<file path="config.mk">
export PLATFORM = sky130hd
export DESIGN_NAME = bms_readout
export DESIGN_NICKNAME = d
export VERILOG_FILES = /design/src/rtl/bms_pkg.sv /design/src/rtl/bms_crc16.sv /design/src/rtl/bms_readout.sv
export SDC_FILE = /design/constraint.sdc
export NUM_CORES = 2
export LEC_CHECK = 0
export BUFFER_PORTS_ARGS = -buffer_cell sky130_fd_sc_hd__clkbuf_2
export CAP_MARGIN = 20
export CORE_MARGIN = 2
export CORE_UTILIZATION = 25
export CTS_BUF_LIST = sky130_fd_sc_hd__clkbuf_8
export DETAILED_ROUTE_END_ITERATION = 10
export SYNTH_ARGS = -nofsm -noshare
export SYNTH_HDL_FRONTEND = slang
export SYNTH_SLANG_ARGS = --single-unit
</file>
<file path="constraint.sdc">
create_clock -name clk -period 4.6 [get_ports clk]
set_input_delay 0.46 -clock clk [delete_from_list [all_inputs] [get_ports clk]]
set_output_delay 0.46 -clock clk [all_outputs]
set_load 0.05 [all_outputs]
</file>
<file path="src/rtl/bms_pkg.sv">
// Purpose: shared constants, types and crc step for the status readout
// Assumes: modbus rtu framing is delimited by the serial front end
// Notes:   addresses are frame addresses, one less than register numbers
package bms_pkg;

   // ***********************************************************
   // protocol constants
   // ***********************************************************
   localparam logic [7:0]  BMS_FUNC_READ   = 8'h03;
   localparam logic [7:0]  BMS_EXC_FLAG    = 8'h80;
   localparam logic [7:0]  BMS_EXC_FUNC    = 8'h01;
   localparam logic [7:0]  BMS_EXC_ADDR    = 8'h02;
   localparam logic [7:0]  BMS_EXC_VALUE   = 8'h03;
   localparam logic [7:0]  BMS_EXC_NONE    = 8'h00;
   localparam logic [7:0]  BMS_BCAST       = 8'h00;
   localparam logic [15:0] BMS_MAX_REGS    = 16'h007d;
   localparam logic [3:0]  BMS_REQ_BYTES   = 4'h8;
   localparam logic [15:0] BMS_CRC_INIT    = 16'hffff;
   localparam logic [15:0] BMS_CRC_POLY    = 16'ha001;
   localparam logic [15:0] BMS_CRC_GOOD    = 16'h0000;

   // ***********************************************************
   // register map
   // ***********************************************************
   localparam logic [15:0] BMS_TABLE_ADDR  = 16'h2edf;
   localparam logic [15:0] BMS_STATUS_ADDR = 16'h2ee0;
   localparam int          BMS_TABLE_REGS  = 113;
   localparam logic [6:0]  BMS_IDX_VALID   = 7'h00;
   localparam logic [6:0]  BMS_IDX_STATUS  = 7'h01;
   localparam int          BMS_BIT_CLOSED  = 0;
   localparam int          BMS_BIT_TRIP    = 1;
   localparam int          BMS_BIT_FAULT   = 2;
   localparam logic [15:0] BMS_VALID_MASK  = 16'h0007;

   // ***********************************************************
   // types
   // ***********************************************************
   typedef struct packed {
      logic [7:0]  slave;
      logic [7:0]  func;
      logic [15:0] start;
      logic [15:0] count;
      logic [15:0] crc;
   } bms_req_s;

   typedef struct packed {
      logic closed;
      logic trip;
      logic fault;
      logic motor;
   } bms_pins_s;

   typedef enum logic [7:0] {
      BMS_IDLE = 8'h01,
      BMS_ADDR = 8'h02,
      BMS_FUNC = 8'h04,
      BMS_BCNT = 8'h08,
      BMS_HI   = 8'h10,
      BMS_LO   = 8'h20,
      BMS_CRCL = 8'h40,
      BMS_CRCH = 8'h80
   } bms_tx_e;

   // one byte through the reflected modbus crc
   function automatic logic [15:0] bms_crc_step(input logic [15:0] crc,
                                                input logic [7:0]  data);
      logic [15:0] c;
      c = crc ^ {8'h00, data};
      for (int i = 0; i < 8; i++)
      begin
         c = c[0] ? ((c >> 1) ^ BMS_CRC_POLY) : (c >> 1);
      end
      return c;
   endfunction

endpackage

</file>
<file path="src/rtl/bms_crc16.sv">
// Purpose: running modbus crc over a byte stream
// Assumes: clr and en may coincide; the byte then starts a fresh crc
// Notes:   crc_next shows the value after the current byte
`timescale 1ns/10ps
module bms_crc16
(
   input  wire logic        clk,
   input  wire logic        rst,
   input  wire logic        clr,
   input  wire logic        en,
   input  wire logic [7:0]  data,
   output logic      [15:0] crc,
   output logic      [15:0] crc_next
);
   import bms_pkg::*;

   logic [15:0] crc_r;
   logic [15:0] crc_nxt;
   logic [15:0] base;

   // ***********************************************************
   // next value
   // ***********************************************************
   always_comb
   begin
      base    = clr ? BMS_CRC_INIT : crc_r;
      crc_nxt = en ? bms_crc_step(base, data) : base;
   end

   // register
   always_ff @(posedge clk or posedge rst)
   begin
      if (rst)
         crc_r <= BMS_CRC_INIT;
      else
         crc_r <= crc_nxt;
   end

   assign crc      = crc_r;
   assign crc_next = crc_nxt;
endmodule

</file>
<file path="src/rtl/bms_readout.sv">
// Purpose: modbus read slave for the breaker common status table
// Assumes: bytes arrive framed; rx_end follows the last byte of a frame
// Notes:   contact pins are synchronised; table words past the first two come from update port
`timescale 1ns/10ps

module bms_readout
#(
   parameter int TABLE_REGS = bms_pkg::BMS_TABLE_REGS
)
(
   input  wire logic        clk,
   input  wire logic        rst,
   input  wire logic [7:0]  slave_addr,
   input  wire logic        rx_valid,
   input  wire logic [7:0]  rx_data,
   input  wire logic        rx_end,
   input  wire logic        open_closed_contact,
   input  wire logic        trip_indication,
   input  wire logic        fault_trip_indication,
   input  wire logic        motor_operator_fitted,
   input  wire logic        upd_valid,
   input  wire logic [6:0]  upd_index,
   input  wire logic [15:0] upd_data,
   input  wire logic        tx_ready,
   output logic             tx_valid,
   output logic      [7:0]  tx_data,
   output logic             tx_last,
   output logic             busy,
   output logic             crc_error
);
   import bms_pkg::*;

   // ***********************************************************
   // contact synchroniser
   // ***********************************************************
   bms_pins_s pin_s1_r, pin_s2_r, pin_s3_r, pin_r, pin_nxt;

   // a change counts once stages two and three agree
   always_comb
   begin
      pin_nxt = (pin_s2_r == pin_s3_r) ? pin_s3_r : pin_r;
   end

   always_ff @(posedge clk or posedge rst)
   begin
      if (rst)
      begin
         pin_s1_r <= '0;
         pin_s2_r <= '0;
         pin_s3_r <= '0;
         pin_r    <= '0;
      end
      else
      begin
         pin_s1_r <= {open_closed_contact, trip_indication,
                      fault_trip_indication, motor_operator_fitted};
         pin_s2_r <= pin_s1_r;
         pin_s3_r <= pin_s2_r;
         pin_r    <= pin_nxt;
      end
   end

   // ***********************************************************
   // register table
   // ***********************************************************
   logic [15:0] table_mem [0:TABLE_REGS-1];
   logic [15:0] status_word;

   // status word from the settled contacts
   always_comb
   begin
      status_word                 = '0;
      status_word[BMS_BIT_CLOSED] = pin_r.closed;
      status_word[BMS_BIT_TRIP] = pin_r.trip & ~pin_r.motor;
      status_word[BMS_BIT_FAULT]  = pin_r.fault;
   end

   // measurement words refreshed by the trip unit
   always_ff @(posedge clk)
   begin
      if (upd_valid && (32'(upd_index) < TABLE_REGS))
         table_mem[upd_index] <= upd_data;
   end

   // word at a table index; first is the constant validity mask, second the live status word
   function automatic logic [15:0] word_at(input logic [6:0] i);
      if (i == BMS_IDX_VALID)
         return BMS_VALID_MASK;
      else if (i == BMS_IDX_STATUS)
         return status_word;
      else
         return table_mem[i];
   endfunction

   // ***********************************************************
   // request capture
   // ***********************************************************
   logic [7:0]  rx_buf_r [0:7];
   logic [3:0]  rx_cnt_r, rx_cnt_nxt;
   logic [15:0] rx_crc;
   logic        rx_take;
   bms_tx_e     st_r, st_nxt;

   assign rx_take = rx_valid && (st_r == BMS_IDLE);

   // byte counter saturates one past a full request
   always_comb
   begin
      rx_cnt_nxt = rx_cnt_r;
      if (rx_end)
         rx_cnt_nxt = '0;
      else if (rx_take && (rx_cnt_r <= BMS_REQ_BYTES))
         rx_cnt_nxt = rx_cnt_r + 4'h1;
   end

   always_ff @(posedge clk or posedge rst)
   begin
      if (rst)
         rx_cnt_r <= '0;
      else
         rx_cnt_r <= rx_cnt_nxt;
   end

   always_ff @(posedge clk)
   begin
      if (rx_take && (rx_cnt_r < BMS_REQ_BYTES))
         rx_buf_r[rx_cnt_r[2:0]] <= rx_data;
   end

   bms_crc16 u_rx_crc
   (
      .clk      (clk),
      .rst      (rst),
      .clr      (rx_end),
      .en       (rx_take),
      .data     (rx_data),
      .crc      (rx_crc),
      .crc_next ()
   );

   // ***********************************************************
   // request decode
   // ***********************************************************
   bms_req_s    req;
   logic        crc_ok, addr_ok, req_go;
   logic [16:0] req_end, tbl_end;
   logic [7:0]  exc_code;

   always_comb
   begin
      req = {rx_buf_r[0], rx_buf_r[1], rx_buf_r[2], rx_buf_r[3],
             rx_buf_r[4], rx_buf_r[5], rx_buf_r[6], rx_buf_r[7]};
      crc_ok  = (rx_cnt_r == BMS_REQ_BYTES) && (rx_crc == BMS_CRC_GOOD);
      addr_ok = (req.slave == slave_addr) && (req.slave != BMS_BCAST);
      req_go  = rx_end && crc_ok && addr_ok;
      req_end = {1'b0, req.start} + {1'b0, req.count};
      tbl_end = {1'b0, BMS_TABLE_ADDR} + 17'(TABLE_REGS);
      if (req.func != BMS_FUNC_READ)
         exc_code = BMS_EXC_FUNC;
      else if ((req.count == '0) || (req.count > BMS_MAX_REGS))
         exc_code = BMS_EXC_VALUE;
      else if ((req.start < BMS_TABLE_ADDR) || (req_end > tbl_end))
         exc_code = BMS_EXC_ADDR;
      else
         exc_code = BMS_EXC_NONE;
   end

   // ***********************************************************
   // reply sequencer
   // ***********************************************************
   logic [7:0]  func_r, func_nxt, exc_r, exc_nxt;
   logic [6:0]  idx_r, idx_nxt, left_r, left_nxt;
   logic [7:0]  d_nxt;
   logic        v_nxt, last_nxt, adv, err_nxt;
   logic [15:0] tx_crc, tx_crc_next, cur_word, next_word;

   assign adv       = tx_valid && tx_ready;

   // words at the current and following index; re-read on any table change
   always_comb
   begin
      cur_word  = word_at(idx_r);
      next_word = word_at(idx_r + 7'h01);
   end

   // state, byte and counters of the reply
   always_comb
   begin
      st_nxt   = st_r;
      d_nxt    = tx_data;
      v_nxt    = tx_valid;
      last_nxt = tx_last;
      func_nxt = func_r;
      exc_nxt  = exc_r;
      idx_nxt  = idx_r;
      left_nxt = left_r;
      err_nxt  = rx_end && (rx_cnt_r != '0) && (rx_crc != BMS_CRC_GOOD);
      unique case (st_r)
         BMS_IDLE:
            if (req_go)
            begin
               st_nxt   = BMS_ADDR;
               d_nxt    = slave_addr;
               v_nxt    = 1'b1;
               func_nxt = req.func;
               exc_nxt  = exc_code;
               idx_nxt  = 7'(req.start - BMS_TABLE_ADDR);
               left_nxt = 7'(req.count);
            end
         BMS_ADDR:
            if (adv)
            begin
               st_nxt = BMS_FUNC;
               d_nxt  = (exc_r != BMS_EXC_NONE) ? (func_r | BMS_EXC_FLAG)
                                                : func_r;
            end
         BMS_FUNC:
            if (adv)
            begin
               st_nxt = BMS_BCNT;
               d_nxt  = (exc_r != BMS_EXC_NONE) ? exc_r
                                                : {left_r, 1'b0};
            end
         BMS_BCNT:
            if (adv)
            begin
               if (exc_r != BMS_EXC_NONE)
               begin
                  st_nxt = BMS_CRCL;
                  d_nxt  = tx_crc_next[7:0];
               end
               else
               begin
                  st_nxt = BMS_HI;
                  d_nxt  = cur_word[15:8];
               end
            end
         BMS_HI:
            if (adv)
            begin
               st_nxt = BMS_LO;
               d_nxt  = cur_word[7:0];
            end
         BMS_LO:
            if (adv)
            begin
               left_nxt = left_r - 7'h01;
               idx_nxt  = idx_r + 7'h01;
               if (left_r == 7'h01)
               begin
                  st_nxt = BMS_CRCL;
                  d_nxt  = tx_crc_next[7:0];
               end
               else
               begin
                  st_nxt = BMS_HI;
                  d_nxt  = next_word[15:8];
               end
            end
         BMS_CRCL:
            if (adv)
            begin
               st_nxt   = BMS_CRCH;
               d_nxt    = tx_crc[15:8];
               last_nxt = 1'b1;
            end
         BMS_CRCH:
            if (adv)
            begin
               st_nxt   = BMS_IDLE;
               v_nxt    = 1'b0;
               last_nxt = 1'b0;
            end
      endcase
   end

   always_ff @(posedge clk or posedge rst)
   begin
      if (rst)
      begin
         st_r      <= BMS_IDLE;
         tx_data   <= '0;
         tx_valid  <= 1'b0;
         tx_last   <= 1'b0;
         busy      <= 1'b0;
         crc_error <= 1'b0;
         func_r    <= '0;
         exc_r     <= '0;
         idx_r     <= '0;
         left_r    <= '0;
      end
      else
      begin
         st_r      <= st_nxt;
         tx_data   <= d_nxt;
         tx_valid  <= v_nxt;
         tx_last   <= last_nxt;
         busy      <= (st_nxt != BMS_IDLE);
         crc_error <= err_nxt;
         func_r    <= func_nxt;
         exc_r     <= exc_nxt;
         idx_r     <= idx_nxt;
         left_r    <= left_nxt;
      end
   end

   // crc over every reply byte before the crc itself
   bms_crc16 u_tx_crc
   (
      .clk      (clk),
      .rst      (rst),
      .clr      (st_r == BMS_IDLE),
      .en       (adv && (st_r != BMS_CRCL) && (st_r != BMS_CRCH)),
      .data     (tx_data),
      .crc      (tx_crc),
      .crc_next (tx_crc_next)
   );
endmodule

</file>
Word-level counts from Yosys, hierarchy flattened. Memory sizes are Yosys's and may differ from the RTL's. Index checks and enable logic that the tools add are counted.

Order comparisons: 6. Reductions and logical operators: 33. Eq/ne operators: 26. Add/sub/neg operators: 5. Bitwise operators: 20. Multiplexer cells: 67.

Operator list (number): $mux W16 (24); $mux W8 (19); $pmux W8 S8 (1); $pmux W8 S7 (1); $not A2 Y3 (16); $mux W7 (6); $logic_not A16 Y1 (2); $xor A16 B8 Y16 (2); $pmux W7 S2 (2); $eq A7 B1 Y1 const B (3); $add A16 B16 Y17 (1); $gt A17 B14 Y1 const B (1); $gt A16 B7 Y1 const B (1); $lt A16 B14 Y1 const B (1); $ne A2 B2 Y1 const B (8); $reduce_bool A16 Y1 (1); $reduce_bool A8 Y1 (2); $logic_not A7 Y1 (2); $logic_and A1 B1 Y1 (13); $reduce_and A3 Y1 (3); $eq A8 B1 Y1 const B (1); $eq A8 B2 Y1 const B (1); $eq A8 B3 Y1 const B (1); $eq A8 B4 Y1 const B (1); other kinds (30) (44).

RAM bits: 1872. Logic and storage cells: 188. Memories: 2. Flip-flop bits (word level): 102.

Memories: table_mem (words 113, bits a word 16, read ports 2, clocked after Yosys merged registers in 0, write ports 1, RTL line bms_readout.sv:66) `logic [15:0] table_mem [0:TABLE_REGS-1];`; rx_buf_r (words 8, bits a word 8, read ports 6, clocked after Yosys merged registers in 0, write ports 1, RTL line bms_readout.sv:98) `logic [7:0] rx_buf_r [0:7];`.

Logic depth before layout (Yosys ltp).
Depth after elaboration: 23. Gate-level depth with buffers: 22. Depth with buffers taken out: 10.

Cells and area by module. From an unflattened synthesis, not the netlist that was laid out.

Cell total of the unflattened synthesis: 4326. Area total of the unflattened synthesis: 85547.0 um^2.

By module, submodules not included: bms_readout (cells an instance 4096, area an instance 83417.5 um^2, instances 1); bms_crc16 (cells an instance 115, area an instance 1064.8 um^2, instances 2).

Least setup slack after synthesis. OpenSTA, ideal clock, no wires.

Kind: register to register. Start point: register idx_r[0]. End point: register tx_data[2]. Clock period less this slack: 4756 ps. Library setup time: 134 ps. Arrival: 4622 ps. Buffers on the path: 12. Setup slack: -156 ps. Required time: 4466 ps. Cell stages (with the launch flop): 21. Cell sequence: dfrtp_1 -> buf_6 -> buf_12 -> buf_8 -> buf_8 -> buf_4 -> buf_4 -> buf_6 -> buf_2 -> inv_1 -> ha_1 -> buf_4 -> buf_2 -> clkbuf_1 -> clkbuf_1 -> mux4_2 -> mux4_2 -> a2111oi_0 -> nor3_1 -> o21ai_0 -> a21oi_1.

Word-level cells in the longest chain between the ends: 7. Elaborated cells on any way between the ends: 16.

Ends and longest elaborated chain: from (decl) (RTL line bms_readout.sv:172) `logic [6:0] idx_r, idx_nxt, left_r, left_nxt;`; from (signal assigned) (RTL line bms_readout.sv:302) `idx_r <= idx_nxt;`; $add A7 B1 Y7 (RTL line bms_readout.sv:183) `next_word = word_at(idx_r + 7'h01);`; $mem_v2 Z113 W16 / $eq A7 B1 Y1 (equally long branches); $mux W16 (RTL line bms_readout.sv:89) `else if (i == BMS_IDX_STATUS)`; $mux W16 (RTL line bms_readout.sv:87) `if (i == BMS_IDX_VALID)`; $mux W8 (RTL line bms_readout.sv:249) `if (left_r == 7'h01)`; $mux W8 (RTL line bms_readout.sv:245) `if (adv)`; $pmux W8 S7 (*) (RTL line bms_readout.sv:198) `unique case (st_r)`; to (signal assigned) (RTL line bms_readout.sv:295) `tx_data <= d_nxt;`; to (decl) (RTL line bms_readout.sv:26) `output logic [7:0] tx_data,`.

Mark *: on every way between the ends. The rest lies on a longest branch, timed or not. The select of a mux whose other input is x is not followed. A chain may end at the register's enable or synchronous reset.

Worst setup path in the final report.
Start point: register idx_r[0]. End point: register tx_data[5].

Same word-level chain as after synthesis.

==> out/metrics.cfg <==
[worst_setup_path]
worstPathCellList=inv_1 -> ha_4 -> buf_12 -> buf_12 -> mux4_2 -> mux2i_1 -> o32ai_1 -> a311oi_1 -> nor4_1 -> or4b_1 -> a211oi_1 -> a21oi_1
crit_path_end_kind=register
rrSetupSlack_ns=0.04
cp_slowest_stage_delay_ns=0.72
slowest_stage=or4b_1
crit_required_ns=5.42
critPathMaxFanout=22
start_kind=register
path_common_cell=buf_12
crit_arrival_ns=5.38
crit_type=reg -> reg

[floorplanning]
rows=214
core_um2=340000
die_area_um2=345000
pin_count=61
die_x_um=588
dieHeight_um=588
start_util_pct=25.1

[synthesis]
syn_area_per_cell_um2=19.9
synth_edf_count=1856
yosys_warnings=0
netlist_area_um2=85200
async_flop_share_pct=4.92
synth_top_family_by_area=multiplexers
synth-simple-area-share_pct=3.83
synthAdderAreaFrac_pct=0.391
synth-compound-area-share_pct=2.68
netlist-cell-type-count=94
synthMuxAreaShare_pct=21.8
synth-seq-area-share_pct=68.3
synth_ff_type=edfxtp_1
syn_inst=4279
syn_nets=4354
synth-seq-cells=1952
synthXorXnorAreaFrac_pct=1.03

[clocking]
clock_sinks=1952
cts_tree=yes
cts_inserted_buffers=323
cts_buffer_depth=4
clock_latency_ns=1.01
htreeDepth=5
cts_root_buf=clkbuf_8
cts_post_setup_buffers_inserted=0
clkTransAtPathRegs_ns=0.07

[sta]
finalClockSkew_ns=0.103
fin_crit_ns=4.56
holdWs_ns=0.0300
rsz0062_at_grt=false
clock.fmax_ghz=0.219
worst_slew_pin_slew_ns=1.12
setup_viol=0
relSlewSlack_pct=23.2
min_period_over_period_pct=99.0
hold_viol_final=0
slew_violations=0

[cells_and_area]
area_growth_pct=15.7
final_area_um2=98500
final_common_cell=edfxtp_1
layout_common_cells=1856 x edfxtp_1, 749 x mux4_2, 334 x clkbuf_8
drive_gt1_share_pct=33.6
stdcell_count=9489
nNetsFinal=4769
utilization_pct=29.0

[global_route]
grt_max_degree=127
grt_use_total_pct=14.8
grt_overflow_total=0
grt_pass1_wl_um=371000
antenna_found_initial=21
grt_pass1_vias=48300

[route]
finalWirelength_um=265000
vias=48400
drc_errors=0
dr.first_iter.drc_count=7087
viasPerCell=5.10
drt_pass1_iterations=8
avgRoutedWirePerCell_um=27.9
postRouteAntennaNets=0

[job]
cap_violations=0

[outcome]
status=finished, final reports clean

[placed_design]
place_area_um2=92400
place.gp.congestion=0.995
dp.cells=8880
dp_hpwl_um=164000
io_buffer_count=60

[power_and_ir_drop]
switchingPower_mw=7.65
powerDensity_nw_per_um2=350
clkPwrFrac_pct=41.5
p_leak_nw=29.8
pwr-share-seq_pct=56.8
switching_share_pct=22.2
p_total_mw=34.5
intPower_mw=26.8
comb_power_share_pct=1.7
power.ir.vdd_worst_mv=0.215

[hold_path]
min_path_type=in -> reg

==> cell usage after synthesis, drive strengths merged (32+ instances only) <==
| cell type | instances | area share, % |
|---|---|---|
| edfxtp | 1856 | 65 |
| mux4 | 770 | 20 |
| nor2 | 235 | 1.0 |
| nand2 | 207 | 0.91 |
| buf | 182 | 1.5 |
| mux2i | 96 | 1.1 |
| clkbuf | 86 | 0.38 |
| a21oi | 70 | 0.41 |
| nand3 | 69 | 0.41 |
| dfrtp | 63 | 1.9 |
| o21ai | 62 | 0.36 |
| nor3 | 54 | 0.32 |
| xnor2 | 50 | 0.52 |
| xor2 | 38 | 0.40 |
| dfstp | 33 | 1.0 |
| a22oi | 32 | 0.28 |
==> power groups by stage <==
stage | Combinational [mW] | Sequential, mW | Clock (mW)
2_1_floorplan | 0.128 | 19.9 | 0
3_3_place_gp | 0.535 | 20.0 | 0
3_5_place_dp | 0.560 | 20.0 | 0
4_1_cts | 0.576 | 19.6 | 14.6
5_1_grt | 0.612 | 19.6 | 15.3
6_report | 0.578 | 19.6 | 14.3
==> flip-flops by register name (all words and copies together) (netlist names), 7 cells and up <==
name	flops
table_mem	1808
u_tx_crc.crc	16
u_rx_crc.crc	16
tx_data	8
idx_r	7
st_r	8
left_r	7
rx_buf_r	48
func_r	8
==> cells by family (layout without fill, tap and decap cells) <==
kind of cell             count (synthesis)  in the layout
XOR/XNOR                                92             92
other                                    0             13
AND/OR/NAND/NOR                        706            706
AO/OA/AOI/OAI                          332            332
adder cells (fa/ha/maj)                 26             26
multiplexers                           882            882
buffers and inverters                  289            950
flip-flops                            1952           1952
==> layout make-up <==
cell class | instances | area, um^2
Antenna cell | 13 | 32.5
Clock inverter | 237 | 1240
Timing Repair Buffer | 359 | 3000
Sequential cell | 1952 | 58200
Fill cell | 33500 | 241000
Multi-Input combinational cell | 2038 | 25700
Clock buffer | 334 | 4600
Tap cell | 4536 | 5680
Inverter | 20 | 82.6
==> timing repair <==
item,CTS,global route
endpoints found under the setup margin,1,1
hold buffers,21,1
hold endpoints to repair,226,39
resized for setup,1,1
==> stage by stage <==
| stage | setup TNS [ns] | setup WS (ns) |
|---|---|---|
| 3_5_place_dp | -0.0833 | -0.0833 |
| 6_report | 0 | 0.0441 |
| 2_1_floorplan | -0.0162 | -0.0162 |
| 3_3_place_gp | -0.100 | -0.100 |
| 5_1_grt | 0 | 0.0521 |
| 4_1_cts | 0 | 0.0680 |
==> critical path, delay by kind of cell (launching register included) <==
family / cells / cell delay [ns]
DFF: 1 / 0.57
buffers and inverters: 3 / 0.59
adders and majority gates: 1 / 0.53
AOI/OAI and AO/OA: 4 / 1.23
and+or+nand+nor: 2 / 0.89
muxes: 2 / 0.52
==> final timing paths <==
path,from,end,depth (start not counted)
worst max register to register,idx_r[0]$_DFFE_PP0P_,tx_data[5]$_DFFE_PP0P_,12
worst min register to register,pin_s1_r[0]$_DFF_PP0_,pin_s2_r[0]$_DFF_PP0_,0
worst min-delay path,upd_data[4],table_mem[82][4]$_DFFE_PP_,1
min in group asynchronous,rst,idx_r[1]$_DFFE_PP0P_,3
max in group asynchronous,rst,u_rx_crc.crc[11]$_DFF_PP1_,4
worst max-delay path,idx_r[0]$_DFFE_PP0P_,tx_data[5]$_DFFE_PP0P_,12
==> routing by layer <==
metal	part of all wire (%)	global-route usage, %
met1	40	19.8
met5	0.078	0.205
met2	46	22.8
met3	10	4.40
met4	3.9	5.36
(Power assumes the default switching activity.)
